===== src/verilog/dpw_pkg.sv =====
// How it works
// - Host selects array or flag space exclusively, held at least 12 ns.
// - Slave role: busy low no later than start of losing write.
// - Host blocked by busy keeps strobe low 12 ns after busy release; the host waits for busy seen low, after the synchroniser, at the end of its pulse.
// - Host changes address only while strobe or select is high.
// - Strobe write with drive-enable low stretches pulse past turn-off.
// - Host data valid 10 ns before write end, held 0 ns after.
package dpw_pkg;
    // ------------------------------------------------------------
    // Timing
    // ------------------------------------------------------------
    localparam int CLK_PERIOD_NS = 40;
    localparam int T_ENABLE_WRITE_NS = 12;
    localparam int T_DATA_SETUP_NS = 10;
    localparam int T_TURN_OFF_NS = 10;
    localparam int T_FLAG_READ_NS = 5;
    localparam int T_WRITE_HOLD_BUSY_NS = 12;
    localparam int T_PORT_DELAY_NS = 30;
    // Least times round up, never below one cycle.
    localparam int PULSE_NS = (T_ENABLE_WRITE_NS >
        T_TURN_OFF_NS + T_DATA_SETUP_NS) ? T_ENABLE_WRITE_NS :
        T_TURN_OFF_NS + T_DATA_SETUP_NS;
    localparam int PULSE_CYC = (PULSE_NS + CLK_PERIOD_NS - 1) /
        CLK_PERIOD_NS;
    localparam int HOLD_CYC = (T_WRITE_HOLD_BUSY_NS + CLK_PERIOD_NS - 1)
        / CLK_PERIOD_NS;
    localparam int FLAG_CYC = (T_FLAG_READ_NS + CLK_PERIOD_NS - 1) /
        CLK_PERIOD_NS;
    localparam int XPORT_CYC = (T_PORT_DELAY_NS + CLK_PERIOD_NS - 1) /
        CLK_PERIOD_NS;
    localparam logic [3:0] CNT_W_ZERO = 4'h0;

    // ------------------------------------------------------------
    // Types
    // ------------------------------------------------------------
    typedef enum logic [5:0] {
        ST_IDLE  = 6'b00_0001,
        ST_SETUP = 6'b00_0010,
        ST_PULSE = 6'b00_0100,
        ST_HOLD  = 6'b00_1000,
        ST_RDWT  = 6'b01_0000,
        ST_DONE  = 6'b10_0000
    } dpw_state_t;

    typedef struct packed {
        logic write;
        logic flag;
        logic [1:0] lanes;
        logic [15:0] addr;
        logic [15:0] wdata;
    } dpw_req_t;

    typedef struct packed {
        logic port_select_n;
        logic flag_space_select_n;
        logic write_n;
        logic drive_enable_n;
        logic upper_lane_select_n;
        logic lower_lane_select_n;
        logic [15:0] addr;
    } dpw_pins_t;
endpackage


===== src/verilog/dpw_sync.sv =====
`timescale 1ns/1ps
// Two-flop synchroniser for a bus of pin inputs.
module dpw_sync #(
    parameter int W = 1,
    parameter logic [W-1:0] INIT = '0
) (
    // Clock and reset.
    input wire logic mclk,
    input wire logic rst_n,
    // Data.
    input wire logic [W-1:0] d,
    output logic [W-1:0] q
);
    logic [W-1:0] meta_ff;

    // ------------------------------------------------------------
    // Stages
    // ------------------------------------------------------------
    // The first stage is read only by the second.
    // Each bit resets to its INIT value, so a pin whose idle level INIT gives shows no false edge.
    always_ff @(posedge mclk or negedge rst_n) begin
        if (!rst_n) begin
            meta_ff <= INIT;
            q <= INIT;
        end else begin
            meta_ff <= d;
            q <= meta_ff;
        end
    end
endmodule


===== src/verilog/dpw_host.sv =====
`timescale 1ns/1ps
// Host-side controller for one port of a two-port memory.
module dpw_host (
    // Clock and reset.
    input wire logic mclk,
    input wire logic rst_n,
    // User request.
    input wire logic req_valid,
    input wire dpw_pkg::dpw_req_t req,
    output logic req_ready,
    output logic rsp_valid,
    output logic [15:0] rsp_data,
    // Memory port pins.
    output dpw_pkg::dpw_pins_t pins,
    input wire logic [15:0] data_in,
    output logic [15:0] data_out,
    output logic data_oe,
    input wire logic busy_n
);
    typedef struct packed {
        dpw_pkg::dpw_state_t st;
        dpw_pkg::dpw_req_t cur;
        dpw_pkg::dpw_pins_t pins;
        logic [15:0] dout;
        logic oe;
        logic [3:0] cnt;
        logic rdy;
        logic rv;
        logic [15:0] rd;
    } dpw_host_state_t;

    dpw_host_state_t s_ff;
    dpw_host_state_t nxt_s;
    logic [16:0] sync_q;
    logic busy_s;
    logic [15:0] din_s;

    // ------------------------------------------------------------
    // Pin synchronisers
    // ------------------------------------------------------------
    // Busy and read data are asynchronous to mclk.
    // Busy resets to its idle high level, so no false busy edge follows reset.
    dpw_sync #(.W(17), .INIT(17'h1_0000)) u_sync (
        .mclk(mclk),
        .rst_n(rst_n),
        .d({busy_n, data_in}),
        .q(sync_q)
    );
    assign busy_s = ~sync_q[16];
    assign din_s = sync_q[15:0];

    localparam dpw_pkg::dpw_pins_t PINS_IDLE = '{
        port_select_n: 1'b1, flag_space_select_n: 1'b1,
        write_n: 1'b1, drive_enable_n: 1'b1,
        upper_lane_select_n: 1'b1, lower_lane_select_n: 1'b1,
        addr: 16'h0000};

    // ------------------------------------------------------------
    // Sequencer
    // ------------------------------------------------------------
    // One cycle each for setup and pulse; 40 ns already covers the 12 ns and 10 ns mins.
    always_comb begin
        nxt_s = s_ff;
        nxt_s.rv = 1'b0;
        case (s_ff.st)
            dpw_pkg::ST_IDLE: begin
                nxt_s.rdy = 1'b1;
                if (req_valid && s_ff.rdy) begin
                    nxt_s.rdy = 1'b0;
                    nxt_s.cur = req;
                    // Address moves only with every select high.
                    nxt_s.pins = PINS_IDLE;
                    nxt_s.pins.addr = req.addr;
                    nxt_s.st = dpw_pkg::ST_SETUP;
                end
            end
            dpw_pkg::ST_SETUP: begin
                // Exclusive array or flag select.
                nxt_s.pins.port_select_n = s_ff.cur.flag;
                nxt_s.pins.flag_space_select_n = ~s_ff.cur.flag;
                nxt_s.pins.upper_lane_select_n = ~s_ff.cur.lanes[1];
                nxt_s.pins.lower_lane_select_n = ~s_ff.cur.lanes[0];
                nxt_s.pins.write_n = ~s_ff.cur.write;
                // Drive-enable stays high on writes so the device bus is free.
                nxt_s.pins.drive_enable_n = s_ff.cur.write;
                nxt_s.oe = s_ff.cur.write;
                nxt_s.dout = s_ff.cur.wdata; // Data set up with strobe.
                nxt_s.cnt = 4'(dpw_pkg::PULSE_CYC - 1);
                nxt_s.st = dpw_pkg::ST_PULSE;
            end
            dpw_pkg::ST_PULSE: begin
                // Pulse covers turn-off plus setup as well.
                if (s_ff.cnt != dpw_pkg::CNT_W_ZERO) begin
                    nxt_s.cnt = s_ff.cnt - 4'h1;
                end else if (busy_s && s_ff.cur.write) begin
                    // Blocked write: wait, then hold after release.
                    nxt_s.cnt = 4'(dpw_pkg::HOLD_CYC);
                    nxt_s.st = dpw_pkg::ST_HOLD;
                end else if (s_ff.cur.write) begin
                    nxt_s.pins = PINS_IDLE;
                    nxt_s.pins.addr = s_ff.cur.addr;
                    nxt_s.st = dpw_pkg::ST_DONE;
                end else begin
                    nxt_s.cnt = 4'(dpw_pkg::XPORT_CYC + 2);
                    nxt_s.st = dpw_pkg::ST_RDWT;
                end
            end
            dpw_pkg::ST_HOLD: begin
                if (busy_s) begin
                    nxt_s.cnt = 4'(dpw_pkg::HOLD_CYC);
                end else if (s_ff.cnt != dpw_pkg::CNT_W_ZERO) begin
                    nxt_s.cnt = s_ff.cnt - 4'h1;
                end else begin
                    nxt_s.pins = PINS_IDLE;
                    nxt_s.pins.addr = s_ff.cur.addr;
                    nxt_s.st = dpw_pkg::ST_DONE;
                end
            end
            dpw_pkg::ST_RDWT: begin
                // Wait out access and synchroniser latency before sampling.
                if (s_ff.cnt != dpw_pkg::CNT_W_ZERO) begin
                    nxt_s.cnt = s_ff.cnt - 4'h1;
                end else begin
                    nxt_s.rd = din_s;
                    nxt_s.pins = PINS_IDLE;
                    nxt_s.pins.addr = s_ff.cur.addr;
                    nxt_s.st = dpw_pkg::ST_DONE;
                end
            end
            dpw_pkg::ST_DONE: begin
                // Release the data bus a cycle after the strobe rises.
                nxt_s.oe = 1'b0;
                nxt_s.rv = 1'b1;
                nxt_s.rdy = 1'b1;
                nxt_s.st = dpw_pkg::ST_IDLE;
            end
            default: begin
                nxt_s.st = dpw_pkg::ST_IDLE;
            end
        endcase
    end

    // ------------------------------------------------------------
    // State register
    // ------------------------------------------------------------
    // Every state bit, pins included, changes only on mclk or on the asynchronous reset.
    always_ff @(posedge mclk or negedge rst_n) begin
        if (!rst_n) begin
            s_ff <= '{st: dpw_pkg::ST_IDLE, cur: '0, pins: PINS_IDLE,
                dout: 16'h0000, oe: 1'b0, cnt: 4'h0, rdy: 1'b0,
                rv: 1'b0, rd: 16'h0000};
        end else begin
            s_ff <= nxt_s;
        end
    end

    // Outputs come straight from the state register, never from logic.
    assign req_ready = s_ff.rdy;
    assign rsp_valid = s_ff.rv;
    assign rsp_data = s_ff.rd;
    assign pins = s_ff.pins;
    assign data_out = s_ff.dout;
    assign data_oe = s_ff.oe;
endmodule


===== config.mk =====
export PLATFORM = sky130hd
export DESIGN_NAME = dpw_host
export DESIGN_NICKNAME = d
export VERILOG_FILES = /design/src/verilog/dpw_pkg.sv /design/src/verilog/dpw_sync.sv /design/src/verilog/dpw_host.sv
export SDC_FILE = /design/constraint.sdc
export NUM_CORES = 1
export LEC_CHECK = 0
export ABC_AREA = 1
export BUFFER_PORTS_ARGS = -buffer_cell sky130_fd_sc_hd__buf_2
export CORE_MARGIN = 2
export CORE_UTILIZATION = 55
export CTS_BUF_LIST = sky130_fd_sc_hd__clkbuf_8
export CTS_CLUSTER_SIZE = 16
export DETAILED_ROUTE_END_ITERATION = 10
export HOLD_SLACK_MARGIN = 0.05
export PLACE_DENSITY = 0.82
export SLEW_MARGIN = 20
export SYNTH_ARGS = -nofsm -noshare
export SYNTH_HDL_FRONTEND = slang
export SYNTH_SLANG_ARGS = --single-unit
export TNS_END_PERCENT = 1

===== constraint.sdc =====
create_clock -name mclk -period 4.85 [get_ports mclk]
set_input_delay 0.2425 -clock mclk [delete_from_list [all_inputs] [get_ports mclk]]
set_output_delay 0.2425 -clock mclk [all_outputs]
set_load 0.02 [all_outputs]

**Word-level counts from Yosys, hierarchy flattened**

Cells that the tools add are included.

- Bitwise gates (word level): 6
- Shifts and indexed selects: 0
- Div/mod/pow operators: 0
- Add/subtract/negate cells: 1
- Eq/ne operators: 12
- $lt $le $gt $ge: 0
- Reduce and logical (&&, ||, !) cells: 14
- Muxes and demuxes: 24
- $mul: 0

Operators by type and width:

| kind | count |
|---|---|
| two-way mux 22 bit | 5 |
| two-way mux 64 bit | 1 |
| one-hot mux 16 bit (4 select lines) | 1 |
| one-hot mux 6 bit (5 select lines) | 2 |
| two-way mux 6 bit | 5 |
| two-way mux 4 bit | 5 |
| one-hot mux 4 bit (4 select lines) | 1 |
| AND reduction 6 bit | 2 |
| nonzero test 4 bit | 3 |
| inequality test 2 bit, second input constant | 4 |
| == test 6 x 1 -> 1 bit, second input constant | 1 |
| == test 6 x 2 -> 1 bit, second input constant | 1 |
| == test 6 x 3 -> 1 bit, second input constant | 1 |
| == test 6 x 4 -> 1 bit, second input constant | 1 |
| == test 6 x 5 -> 1 bit, second input constant | 1 |
| == test 6 bit, second input constant | 1 |
| inverter 1 bit | 6 |
| AND reduction 2 bit | 3 |
| nonzero test 5 bit | 1 |
| inequality test 4 bit, second input constant | 1 |
| one-hot mux 1 bit (2 select lines) | 2 |
| nonzero test 2 bit | 2 |
| subtractor 4 x 1 -> 4 bit, second input constant | 1 |
| AND reduction 3 bit | 1 |
| 3 further kinds | 5 |

- Logic and storage cells: 78
- Bits in registers: 137
- Bits in latches: 0
- Bits in read-only memories: 0
- RAM bits: 0
- Memories: 0

**Depth between registers and ports, before layout**

Gate-level depths: netlist of the first run.

- Depth in word-level cells: 5
- Mapped depth: 10
- Depth with buffers taken out: 10

**By module**

Synthesis of the first run repeated with hierarchy kept, for this count alone.

- Cell total of the unflattened synthesis: 611
- Area total of the unflattened synthesis: 5,780.5 µm²

By module, submodules not included:

| module | area an instance (µm²) | seq. area each (µm²) | instances | cells each |
|---|---|---|---|---|
| dpw_host | 4,927.2 | 2,586.2 | 1 | 577 |
| dpw_sync | 853.3 | 853.3 | 1 | 34 |

**Least setup slack after synthesis of the first run**

OpenSTA, ideal clock, no wires.

- Path kind: reg-to-reg
- Start point: register s_ff[18] (netlist name)
- End point: register s_ff (netlist bit pins[10])
- Setup slack: 3.240 ns
- Setup time: 0.117 ns
- Period minus slack after synthesis: 1.610 ns
- Buffers on the path: 1
- Cell stages (with the launch flop): 11
- Arrival: 1.492 ns
- Cells stage by stage: dfrtp_1 -> inv_1 -> ha_1 -> nand3_2 -> inv_2 -> nor2_1 -> nor2_2 -> nand3_4 -> buf_6 -> nand2_1 -> nand2_1

- Longest elaborated chain between the ends: 4

RTL lines:

| element | line | RTL |
|---|---|---|
| start, declared | dpw_host.sv:32 | `dpw_host_state_t s_ff;` |
| start signal, assigned | dpw_host.sv:149 | `s_ff <= '{st: dpw_pkg::ST_IDLE, cur: '0, pins: PINS_IDLE,` |
| start signal, assigned | dpw_host.sv:153 | `s_ff <= nxt_s;` |
| nonzero test 4 bit (*) | dpw_host.sv:93, dpw_host.sv:111, dpw_host.sv:121 |  |
| two-way mux 22 bit (2 in series) | -- |  |
| one-hot mux 16 bit (4 select lines) | -- |  |

Every way passes the cells marked *; elsewhere a longest branch is shown, timed or not. The select of a mux whose other input is x is not followed.
A chain may end at the register's enable or synchronous reset.

**Worst setup path after layout of the first run**

- Start point: register s_ff[97] (netlist name)
- End point: register s_ff (netlist bit pins[1])

- Longest elaborated chain between the ends: 3

RTL lines:

| element | line | RTL |
|---|---|---|
| == test 6 x 5 -> 1 bit, or another cell as far along | dpw_host.sv:65 | `case (s_ff.st)` |
| nonzero test 4 bit (no source line), or another cell as far along | -- |  |
| AND reduction 6 bit (no source line) | -- |  |

Parallel ways exist; a longest one is shown, timed or not.

==> results of run 1 <==
## synthesized netlist by cell type
library cell  count  area, sq um
nand3_2           8         80.1
nor2_2            7         43.8
buf_4            57          428
o31ai_1           1         7.51
clkbuf_1         10         37.5
o21ai_0          74          370
nand2_2           3         18.8
xor2_1            1         8.76
buf_6             1         11.3
nand2_1         196          736
dfstp_2           9          236
nand4_1           4         25.0
o22ai_1           1         6.26
buf_2             9         45.0
inv_1            70          263
and3_1            1         6.26
ha_1              2         25.0
o211ai_1          1         7.51
dfrtp_1         128         3200
nor3_1            1         5.00
inv_2             3         11.3
a21oi_1           2         10.0
o21ai_1           6         30.0
nor2_1           30          113
nand3_1          29          145
nor2_4            4         45.0
nand3_4           1         17.5
## worst max-delay path, stage by stage, from the launching register on
cell and delay (ps):
dfstp_2 570, nor2_4 70, nand3_2 130, nand2_2 110, nor2_2 640, nand2_2 390
nand3_1 200, nand2_1 60
## state kept, by name, indices dropped and copies added, names as in the netlist
| signal | flops |
|---|---|
| u_sync.meta_ff | 17 |
| rsp_valid | 1 |
| s_ff | 46 |
| u_sync.q | 17 |
| data_oe | 1 |
| req_ready | 1 |
| pins | 22 |
| data_out | 16 |
| rsp_data | 16 |
## path summary, 6_finish.rpt
path                                             startpoint                      end  slack, ps  depth (start not counted)
worst max-delay path                   s_ff[97]$_DFFE_PN1P_      pins[1]$_DFFE_PN0P_       2550                          7
worst min-delay path                                req[33]     s_ff[94]$_DFFE_PN0P_         80                          3
worst max register to register         s_ff[97]$_DFFE_PN1P_      pins[1]$_DFFE_PN0P_       2550                          7
worst min register to register  u_sync.meta_ff[2]$_DFF_PN0_    u_sync.q[2]$_DFF_PN0_        350                          0
max in group asynchronous                             rst_n      pins[1]$_DFFE_PN0P_       3170                          4
min in group asynchronous                             rst_n  data_out[4]$_DFFE_PN0N_        340                          2
## power by group
part           internal (mW)  total [mW]  switching [mW]
Sequential              1.51        1.68           0.177
Clock                  0.523       0.918           0.396
Combinational          0.426        1.37           0.945
Total                   2.45        3.97            1.52
## per-layer routing
layer,part of all wire [%],global-route usage (%)
met5,0,0
met4,1.9,7.97
met3,5.1,5.75
met2,52,38.0
met1,41,28.3
## per-stage QoR
stage / util [%] / total power, mW / hold slack, ps / cell area [sq um]
6_report: 66.8 / 3.97 / 83.0 / 6960
4_1_cts: 66.5 / 3.98 / 69.5 / 6930
2_1_floorplan: - / 2.86 / -53.1 / 5940
3_5_place_dp: 59.2 / 3.03 / 335 / 6170
5_1_grt: 66.8 / 4.25 / 85.7 / 6960
3_3_place_gp: 59.2 / 2.97 / 332 / 6170
## cells by family after synthesis
kind of cell	after synthesis
adders and majority gates	2
AOI/OAI and AO/OA	85
buffers and inverters	150
xor gates and xnor gates	1
and+or+nand+nor	284
DFF	137
## final cells by class
cell class	count	area [sq um]	area share [%]
Clock buffer	19	262	3.76
Clock inverter	12	135	1.94
Inverter	73	274	3.94
Multi-Input combinational cell	372	1700	24.4
Sequential cell	137	3440	49.4
Tap cell	136	170	2.45
Timing Repair Buffer	153	977	14.0
==> results.json, run 1 <==
{
  "synthAdderAreaFrac_pct": 0.422,
  "post-route-min-period_ps": 2300,
  "synth.mux.area_fraction_pct": 0,
  "htree_levels": 4,
  "num_vias": 4476,
  "drtIter0Drc": 249,
  "synth_top_family_by_area": "simple AND/OR/NAND/NOR gates",
  "clockBufferDepth": 2,
  "yosysUniqueCellTypes": 27,
  "rows": 37,
  "post_drt_wl_per_cell_um": 13.4,
  "holdBufCountCts": 36,
  "syn2layout_area_growth_pct": 17.2,
  "stdcell_count": 902,
  "avgSynthCellArea_sq_um": 9.01,
  "required_ps": 5160,
  "dieArea_sq_um": 11600,
  "fp.dieH_um": 108,
  "setup_violations": 0,
  "slew_viol_final": 0,
  "dr.pass1.iters": 5,
  "synth_cells": 659,
  "post_cts_buffers": 0,
  "routed_wl_um": 12000,
  "min_path_type": "in2reg",
  "root_buffer": "clkbuf_8",
  "syn-num-nets": 717,
  "synthXorXnorAreaFrac_pct": 0.148,
  "setup_slack_ps": 2550,
  "finalHoldViolations": 0,
  "drive_above_1_share_pct": 23.4,
  "coreArea_sq_um": 10400,
  "cp-start-kind": "flop",
  "status": "finished, final reports clean",
  "die_w_um": 108,
  "p_leak_nw": 3.79,
  "layout_common_cells": "nand2_1, dfrtp_1, buf_2",
  "ctsResizeCount": 0,
  "place_ws_ps": 2290,
  "ys_seq_area_share_pct": 57.9,
  "cts_buffers": 17,
  "diodes": 0,
  "relSlewSlack_pct": 45.0,
  "cp_max_fo": 21,
  "cts.clk_slew.worst_paths_ps": 70,
  "clkSinkCount": 137,
  "worst_pin_slew_ps": 824,
  "place_inst": 833,
  "maxCapViolations": 0,
  "nets": 812,
  "power.density_nw_per_um2": 571,
  "syn_area_sq_um": 5940,
  "worstSkewPairLatency_ps": 420,
  "setup_tns_ps": 0,
  "layout_commonest_cell": "nand2_1",
  "io_buffers": 112,
  "n_fill_cell": 784,
  "grt_pass1_vias": 4418,
  "io_pins": 113,
  "viasPerCell": 4.96,
  "synth_compound_area_share_pct": 7.27,
  "worstPathArrival_ps": 2610,
  "start_util_pct": 57.0,
  "finClkSkew_ps": 8.82,
  "grt_max_degree": 83,
  "drc": 0,
  "antenna_found_initial": 0,
  "ant_nets": 0,
  "yosys_warnings": 0,
  "synthSimpleGateAreaFrac_pct": 20.8,
  "grt_pass1_wl_um": 20500,
  "ir_worst_vdd_uv": 306,
  "crit_type": "reg2reg",
  "cts_tree": "done",
  "max_clock_freq_ghz": 0.435,
  "endpoint_kind": "flop",
  "grt-ovfl-total": 0,
  "finalCritPeriodShare_pct": 47.4,
  "place_congestion": 0.868,
  "rsz0062_at_grt": "no",
  "grt.total_usage_pct": 22.6,
  "ys_ff_latch": 137,
  "dp_hpwl_um": 7880
}
(Power assumes the default switching activity.)
==> run 2: changes to the inputs <==
CORE_UTILIZATION = 52   (was 55)
clock period = 2.1 ns   (was 4.85 ns; I/O delays follow)
==> run 2 against run 1 <==
Count of clock-buffer cells in the layout did not move. Final cell count rose by 3.2%. Non-clock buffer count increased by 21. Combinational power is 140% higher. Critical path depth is 2 higher. Global-route usage fell by 0.34 points. First-iteration DRC count shrank 3.6%. Die area increased by 5.6%. Clock power rose to 2.6 times the previous value. Register-to-register slack worse by 2400 ps. Sequential share of layout area shrank 1.7 points. Routed wire length up 8.2%.
==> results.json, run 2 (synthesized netlist as in run 1, its figures left out) <==
{
  "status": "finished, final reports clean",
  "dp_hpwl_um": 8060,
  "power.share.switching_pct": 38.5,
  "clkPwrFrac_pct": 24.7,
  "p_switching_mw": 3.67,
  "cts.clk_slew.worst_paths_ps": 80,
  "ir_worst_vdd_uv": 750,
  "viasPerCell": 4.93,
  "endpoint_kind": "flop",
  "stdcell_count": 931,
  "finalHoldViolations": 0,
  "grt_pass1_vias": 4689,
  "post-route-min-period_ps": 1920,
  "place_inst": 845,
  "diodes": 0,
  "grt-ovfl-total": 0,
  "syn2layout_area_growth_pct": 21.5,
  "antenna_found_initial": 0,
  "grt_max_degree": 61,
  "finalCritPeriodShare_pct": 91.6,
  "num_vias": 4588,
  "grt_pass1_wl_um": 21700,
  "rows": 39,
  "worstSkewPairLatency_ps": 430,
  "hold_ws_ps": 127,
  "cts_buffers": 17,
  "cp_max_fo": 22,
  "final_area_sq_um": 7210,
  "grt.total_usage_pct": 22.2,
  "clockBufferDepth": 2,
  "io_pins": 113,
  "regMostFlops": "s_ff",
  "p_leak_nw": 3.88,
  "start_util_pct": 52.7,
  "drive_above_1_share_pct": 23.5,
  "p_total_mw": 9.52,
  "nets": 833,
  "post_drt_wl_per_cell_um": 14.0,
  "fp.dieH_um": 111,
  "die_w_um": 111,
  "root_buffer": "clkbuf_8",
  "routed_wl_um": 13000,
  "layout_common_cells": "nand2_1, dfrtp_1, buf_2",
  "worst_pin_slew_ps": 534,
  "io_buffers": 112,
  "clkSinkCount": 137,
  "setup_violations": 0,
  "drc": 0,
  "post_cts_buffers": 0,
  "min_path_type": "in2reg",
  "p_int_mw": 5.86,
  "required_ps": 2460,
  "drtIter0Drc": 240,
  "coreArea_sq_um": 11300,
  "max_clock_freq_ghz": 0.520,
  "setup_tns_ps": 0,
  "cp-start-kind": "flop",
  "cts_tree": "done",
  "slew_viol_final": 0,
  "layout_commonest_cell": "nand2_1",
  "maxCapViolations": 0,
  "crit_type": "reg2reg",
  "finClkSkew_ps": 8.94,
  "power.density_nw_per_um2": 1320,
  "seqPwrFrac_pct": 41.0,
  "p_comb_share_pct": 34.3,
  "htree_levels": 4,
  "place_congestion": 0.868,
  "dr.pass1.iters": 5,
  "largest_reg_flops": 46,
  "relSlewSlack_pct": 64.0,
  "ant_nets": 0,
  "worstPathArrival_ps": 2280,
  "dieArea_sq_um": 12300,
  "placed_area_sq_um": 6230,
  "rsz0062_at_grt": "no"
}
==> run 2: cell types whose count changed in the layout (fill, tap and decap cells not counted) <==
cell	previous run	this run
dlygate4sd3_1	36	54
buf_4	4	7
clkinvlp_4	2	4
inv_1	74	72
bufinv_16	3	4
clkinv_2	3	2
inv_6	0	1
==> run 2: through the flow <==
step | utilization [%] | setup slack, ps
2_1_floorplan | - | 490
3_3_place_gp | 55.3 | 376
3_5_place_dp | 55.3 | 257
4_1_cts | 64.0 | 233
5_1_grt | 64.0 | 23.2
6_report | 64.0 | 175
==> run 2: worst max-delay path: stages (launching register included) <==
cell and delay [ps]:
dfrtp_1 410, inv_1 90, ha_1 220, nand3_2 190, nand2_1 160, nand3_1 120
nor2_2 140, buf_4 270, nand3_1 120, nand2_1 130
==> run 2: timing repair <==
item / 4_1_cts / 5_1_grt
resized for setup: 0 / 0
endpoints found under the hold margin: 100 / 0
hold buffers: 54 / 0
==> run 2: layout make-up <==
type                       count  area [sq um]
inverter                      73           274
fill                         855          4060
clock inverter                13           176
tap                          143           179
multi-input combinational    372          1700
timing repair buffer         174          1180
clock buffer                  19           262
sequential                   137          3440
==> run 2: power groups by stage <==
stage	clock network [mW]	logic [mW]	registers, mW
finish	2.35	3.27	3.91
global route	2.52	3.65	3.97
CTS	2.39	3.25	3.88
detailed placement	0	3.17	3.91
global placement	0	3.01	3.88
floorplan	0	2.77	3.83
==> run 2: path summary, 6_finish.rpt <==
path,to,slack (ps),depth (start not counted),from
worst min-delay path,s_ff[97]$_DFFE_PN1P_,130,4,req_valid
worst max register to register,pins[7]$_DFFE_PN0P_,180,9,s_ff[18]$_DFFE_PN0P_
worst min register to register,u_sync.q[15]$_DFF_PN0_,340,0,u_sync.meta_ff[15]$_DFF_PN0_
worst max-delay path,pins[7]$_DFFE_PN0P_,180,9,s_ff[18]$_DFFE_PN0P_
min in group asynchronous,pins[3]$_DFFE_PN0P_,180,2,rst_n
max in group asynchronous,data_out[1]$_DFFE_PN0N_,1130,3,rst_n
==> run 2: metal layers <==
layer / track usage (%) / vias to the layer above / wire length [um]
met5: 0 / - / 0
met4: 12.6 / 0 / 505
met3: 5.36 / 45 / 558
met2: 37.2 / 137 / 6640
met1: 26.3 / 2184 / 5340
li1: - / 2222 / -
==> run 3: changes to the inputs <==
GPL_TIMING_DRIVEN = 0   (was not set)
==> run 3 against run 2 <==
Sequential cell count did not move. Routed wire length fell by 2.9%. Utilization rose by 4.1 points. Highest routed layer unchanged. Critical endpoint is now rsp_data[11]$_DFFE_PN0P_. Global-route usage is 0.75 points lower. Final area increased by 6.5%. Register-to-register slack about the same. Via count rose by 3.1%.
==> results.json, run 3 (synthesized netlist as in run 1, its figures left out) <==
{
  "stdcell_count": 1001,
  "place_inst": 915,
  "syn2layout_area_growth_pct": 29.3,
  "cp-start-kind": "flop",
  "reg2reg_from": "s_ff[18]$_DFFE_PN0P_",
  "regMostFlops": "s_ff",
  "cp_max_fo": 10,
  "dr.pass1.iters": 5,
  "seqPwrFrac_pct": 39.0,
  "p_switching_mw": 3.69,
  "grt_max_degree": 74,
  "ant_nets": 0,
  "maxCapViolations": 0,
  "viasPerCell": 4.73,
  "power.density_nw_per_um2": 1300,
  "start_util_pct": 52.7,
  "cts.clk_slew.worst_paths_ps": 80,
  "ir_worst_vdd_uv": 759,
  "nets": 903,
  "slowest_delay_ps": 400,
  "die_w_um": 111,
  "endpoint_kind": "flop",
  "dieArea_sq_um": 12300,
  "coreArea_sq_um": 11300,
  "grt_pass1_vias": 4589,
  "drive_above_1_share_pct": 28.8,
  "io_pins": 113,
  "diodes": 0,
  "rsz0062_at_grt": "no",
  "largest_reg_flops": 46,
  "clkPwrFrac_pct": 22.5,
  "routed_wl_um": 12700,
  "worstPathArrival_ps": 2220,
  "status": "finished, final reports clean",
  "path_buf_inv": 3,
  "placed_area_sq_um": 6710,
  "grt-ovfl-total": 0,
  "finalCritPeriodShare_pct": 91.3,
  "antenna_found_initial": 0,
  "relSlewSlack_pct": 67.5,
  "min_path_type": "in2async",
  "worstSkewPairLatency_ps": 440,
  "io_buffers": 112,
  "grt_use_met1_pct": 28.8,
  "rows": 39,
  "num_vias": 4731,
  "cts_tree": "done",
  "p_comb_share_pct": 38.4,
  "drc": 0,
  "cts_buffers": 17,
  "clockBufferDepth": 2,
  "layout_common_cells": "nand2_1, dfrtp_1, buf_2",
  "setup_violations": 0,
  "crit_type": "reg2reg",
  "grt_use_met3_pct": 5.25,
  "r2r_setup_slack_ps": 180,
  "r2r_cells": 8,
  "clkSinkCount": 137,
  "post-route-min-period_ps": 1920,
  "gr-usage-met2_pct": 34.2,
  "crit_chain": "inv_1 -> ha_1 -> nand3_2 -> inv_2 -> nand4_1 -> clkbuf_1 -> nand2_1 -> o21ai_0",
  "drtIter0Drc": 376,
  "grt_pass1_wl_um": 21300,
  "grt.total_usage_pct": 21.5,
  "finClkSkew_ps": 10.4,
  "post_drt_wl_per_cell_um": 12.7,
  "p_total_mw": 9.95,
  "required_ps": 2400,
  "worst_pin_slew_ps": 483,
  "finalHoldViolations": 0,
  "htree_levels": 4,
  "max_clock_freq_ghz": 0.522,
  "place_congestion": 0.834,
  "layout_commonest_cell": "nand2_1",
  "critical-path-slowest-cell": "dfrtp_1",
  "p_leak_nw": 4.20,
  "p_int_mw": 6.26,
  "dp_hpwl_um": 8650,
  "slew_viol_final": 0,
  "power.share.switching_pct": 37.1,
  "r2r-end": "rsp_data[11]$_DFFE_PN0P_",
  "grt.busiest_layer": "met2",
  "fp.dieH_um": 111,
  "critPathTopFamily": "simple AND/OR/NAND/NOR gates",
  "final_area_sq_um": 7680,
  "root_buffer": "clkbuf_8"
}
run 3: cell count changes in the layout (fill, tap and decap cells not counted):
| cell | previous run | this run |
|---|---|---|
| buf_2 | 111 | 120 |
| inv_1 | 72 | 71 |
| buf_16 | 0 | 1 |
| buf_4 | 7 | 57 |
| clkbuf_1 | 0 | 9 |
| clkinv_2 | 2 | 3 |
| buf_8 | 0 | 1 |
| clkbuf_2 | 0 | 1 |
| clkbuf_8 | 19 | 20 |
| bufinv_16 | 4 | 3 |
| buf_12 | 1 | 0 |
run 3: area by class of cell:
| cell class | count | area [sq um] |
|---|---|---|
| fill | 849 | 3590 |
| multi-input combinational | 372 | 1700 |
| timing repair buffer | 167 | 1140 |
| tap | 143 | 179 |
| clock buffer | 20 | 275 |
| clock inverter | 12 | 148 |
| inverter | 73 | 274 |
| sequential | 137 | 3440 |
| buffer | 77 | 523 |
run 3: how the worst max path moves through the flow:
stage	depth (start not counted)	endpoint	startpoint
after floorplan	10	pins[10]$_DFFE_PN0P_	s_ff[18]$_DFFE_PN0P_
after CTS	8	rsp_data[6]$_DFFE_PN0P_	s_ff[19]$_DFFE_PN0P_
after detailed placement	8	rsp_data[6]$_DFFE_PN0P_	s_ff[19]$_DFFE_PN0P_
after global routing	8	rsp_data[11]$_DFFE_PN0P_	s_ff[18]$_DFFE_PN0P_
final	8	rsp_data[11]$_DFFE_PN0P_	s_ff[18]$_DFFE_PN0P_
after global placement	1	u_sync.meta_ff[7]$_DFF_PN0_	rst_n
run 3: per-layer routing:
metal / routed length (um) / up-vias
met5: 0 / -
met4: 325 / 0
met3: 611 / 36
met2: 6220 / 134
met1: 5510 / 2197
li1: - / 2364
run 3: what timing repair did:
item | 4_1_cts | 5_1_grt
hold buffers | 54 | 0
hold endpoints to repair | 122 | 0
endpoints found under the setup margin | 0 | 3
setup buffers | 0 | 0
resized for setup | 0 | 2
run 3: power groups by stage:
stage	Sequential [mW]	Clock (mW)	Combinational, mW
global placement	3.88	0	3.65
detailed placement	3.91	0	3.74
CTS	3.88	2.28	3.83
floorplan	3.83	0	2.77
finish	3.88	2.24	3.82
global route	3.98	2.41	4.27
run 3: through the flow:
step	setup WS, ps	hold slack [ps]	util (%)	TNS (ps)
after floorplan	490	-191	-	0
after global placement	-885	212	59.2	-113550
after detailed placement	173	83.0	59.6	0
after CTS	154	194	68.1	0
after global routing	3.17	215	68.1	0
final	183	203	68.1	0
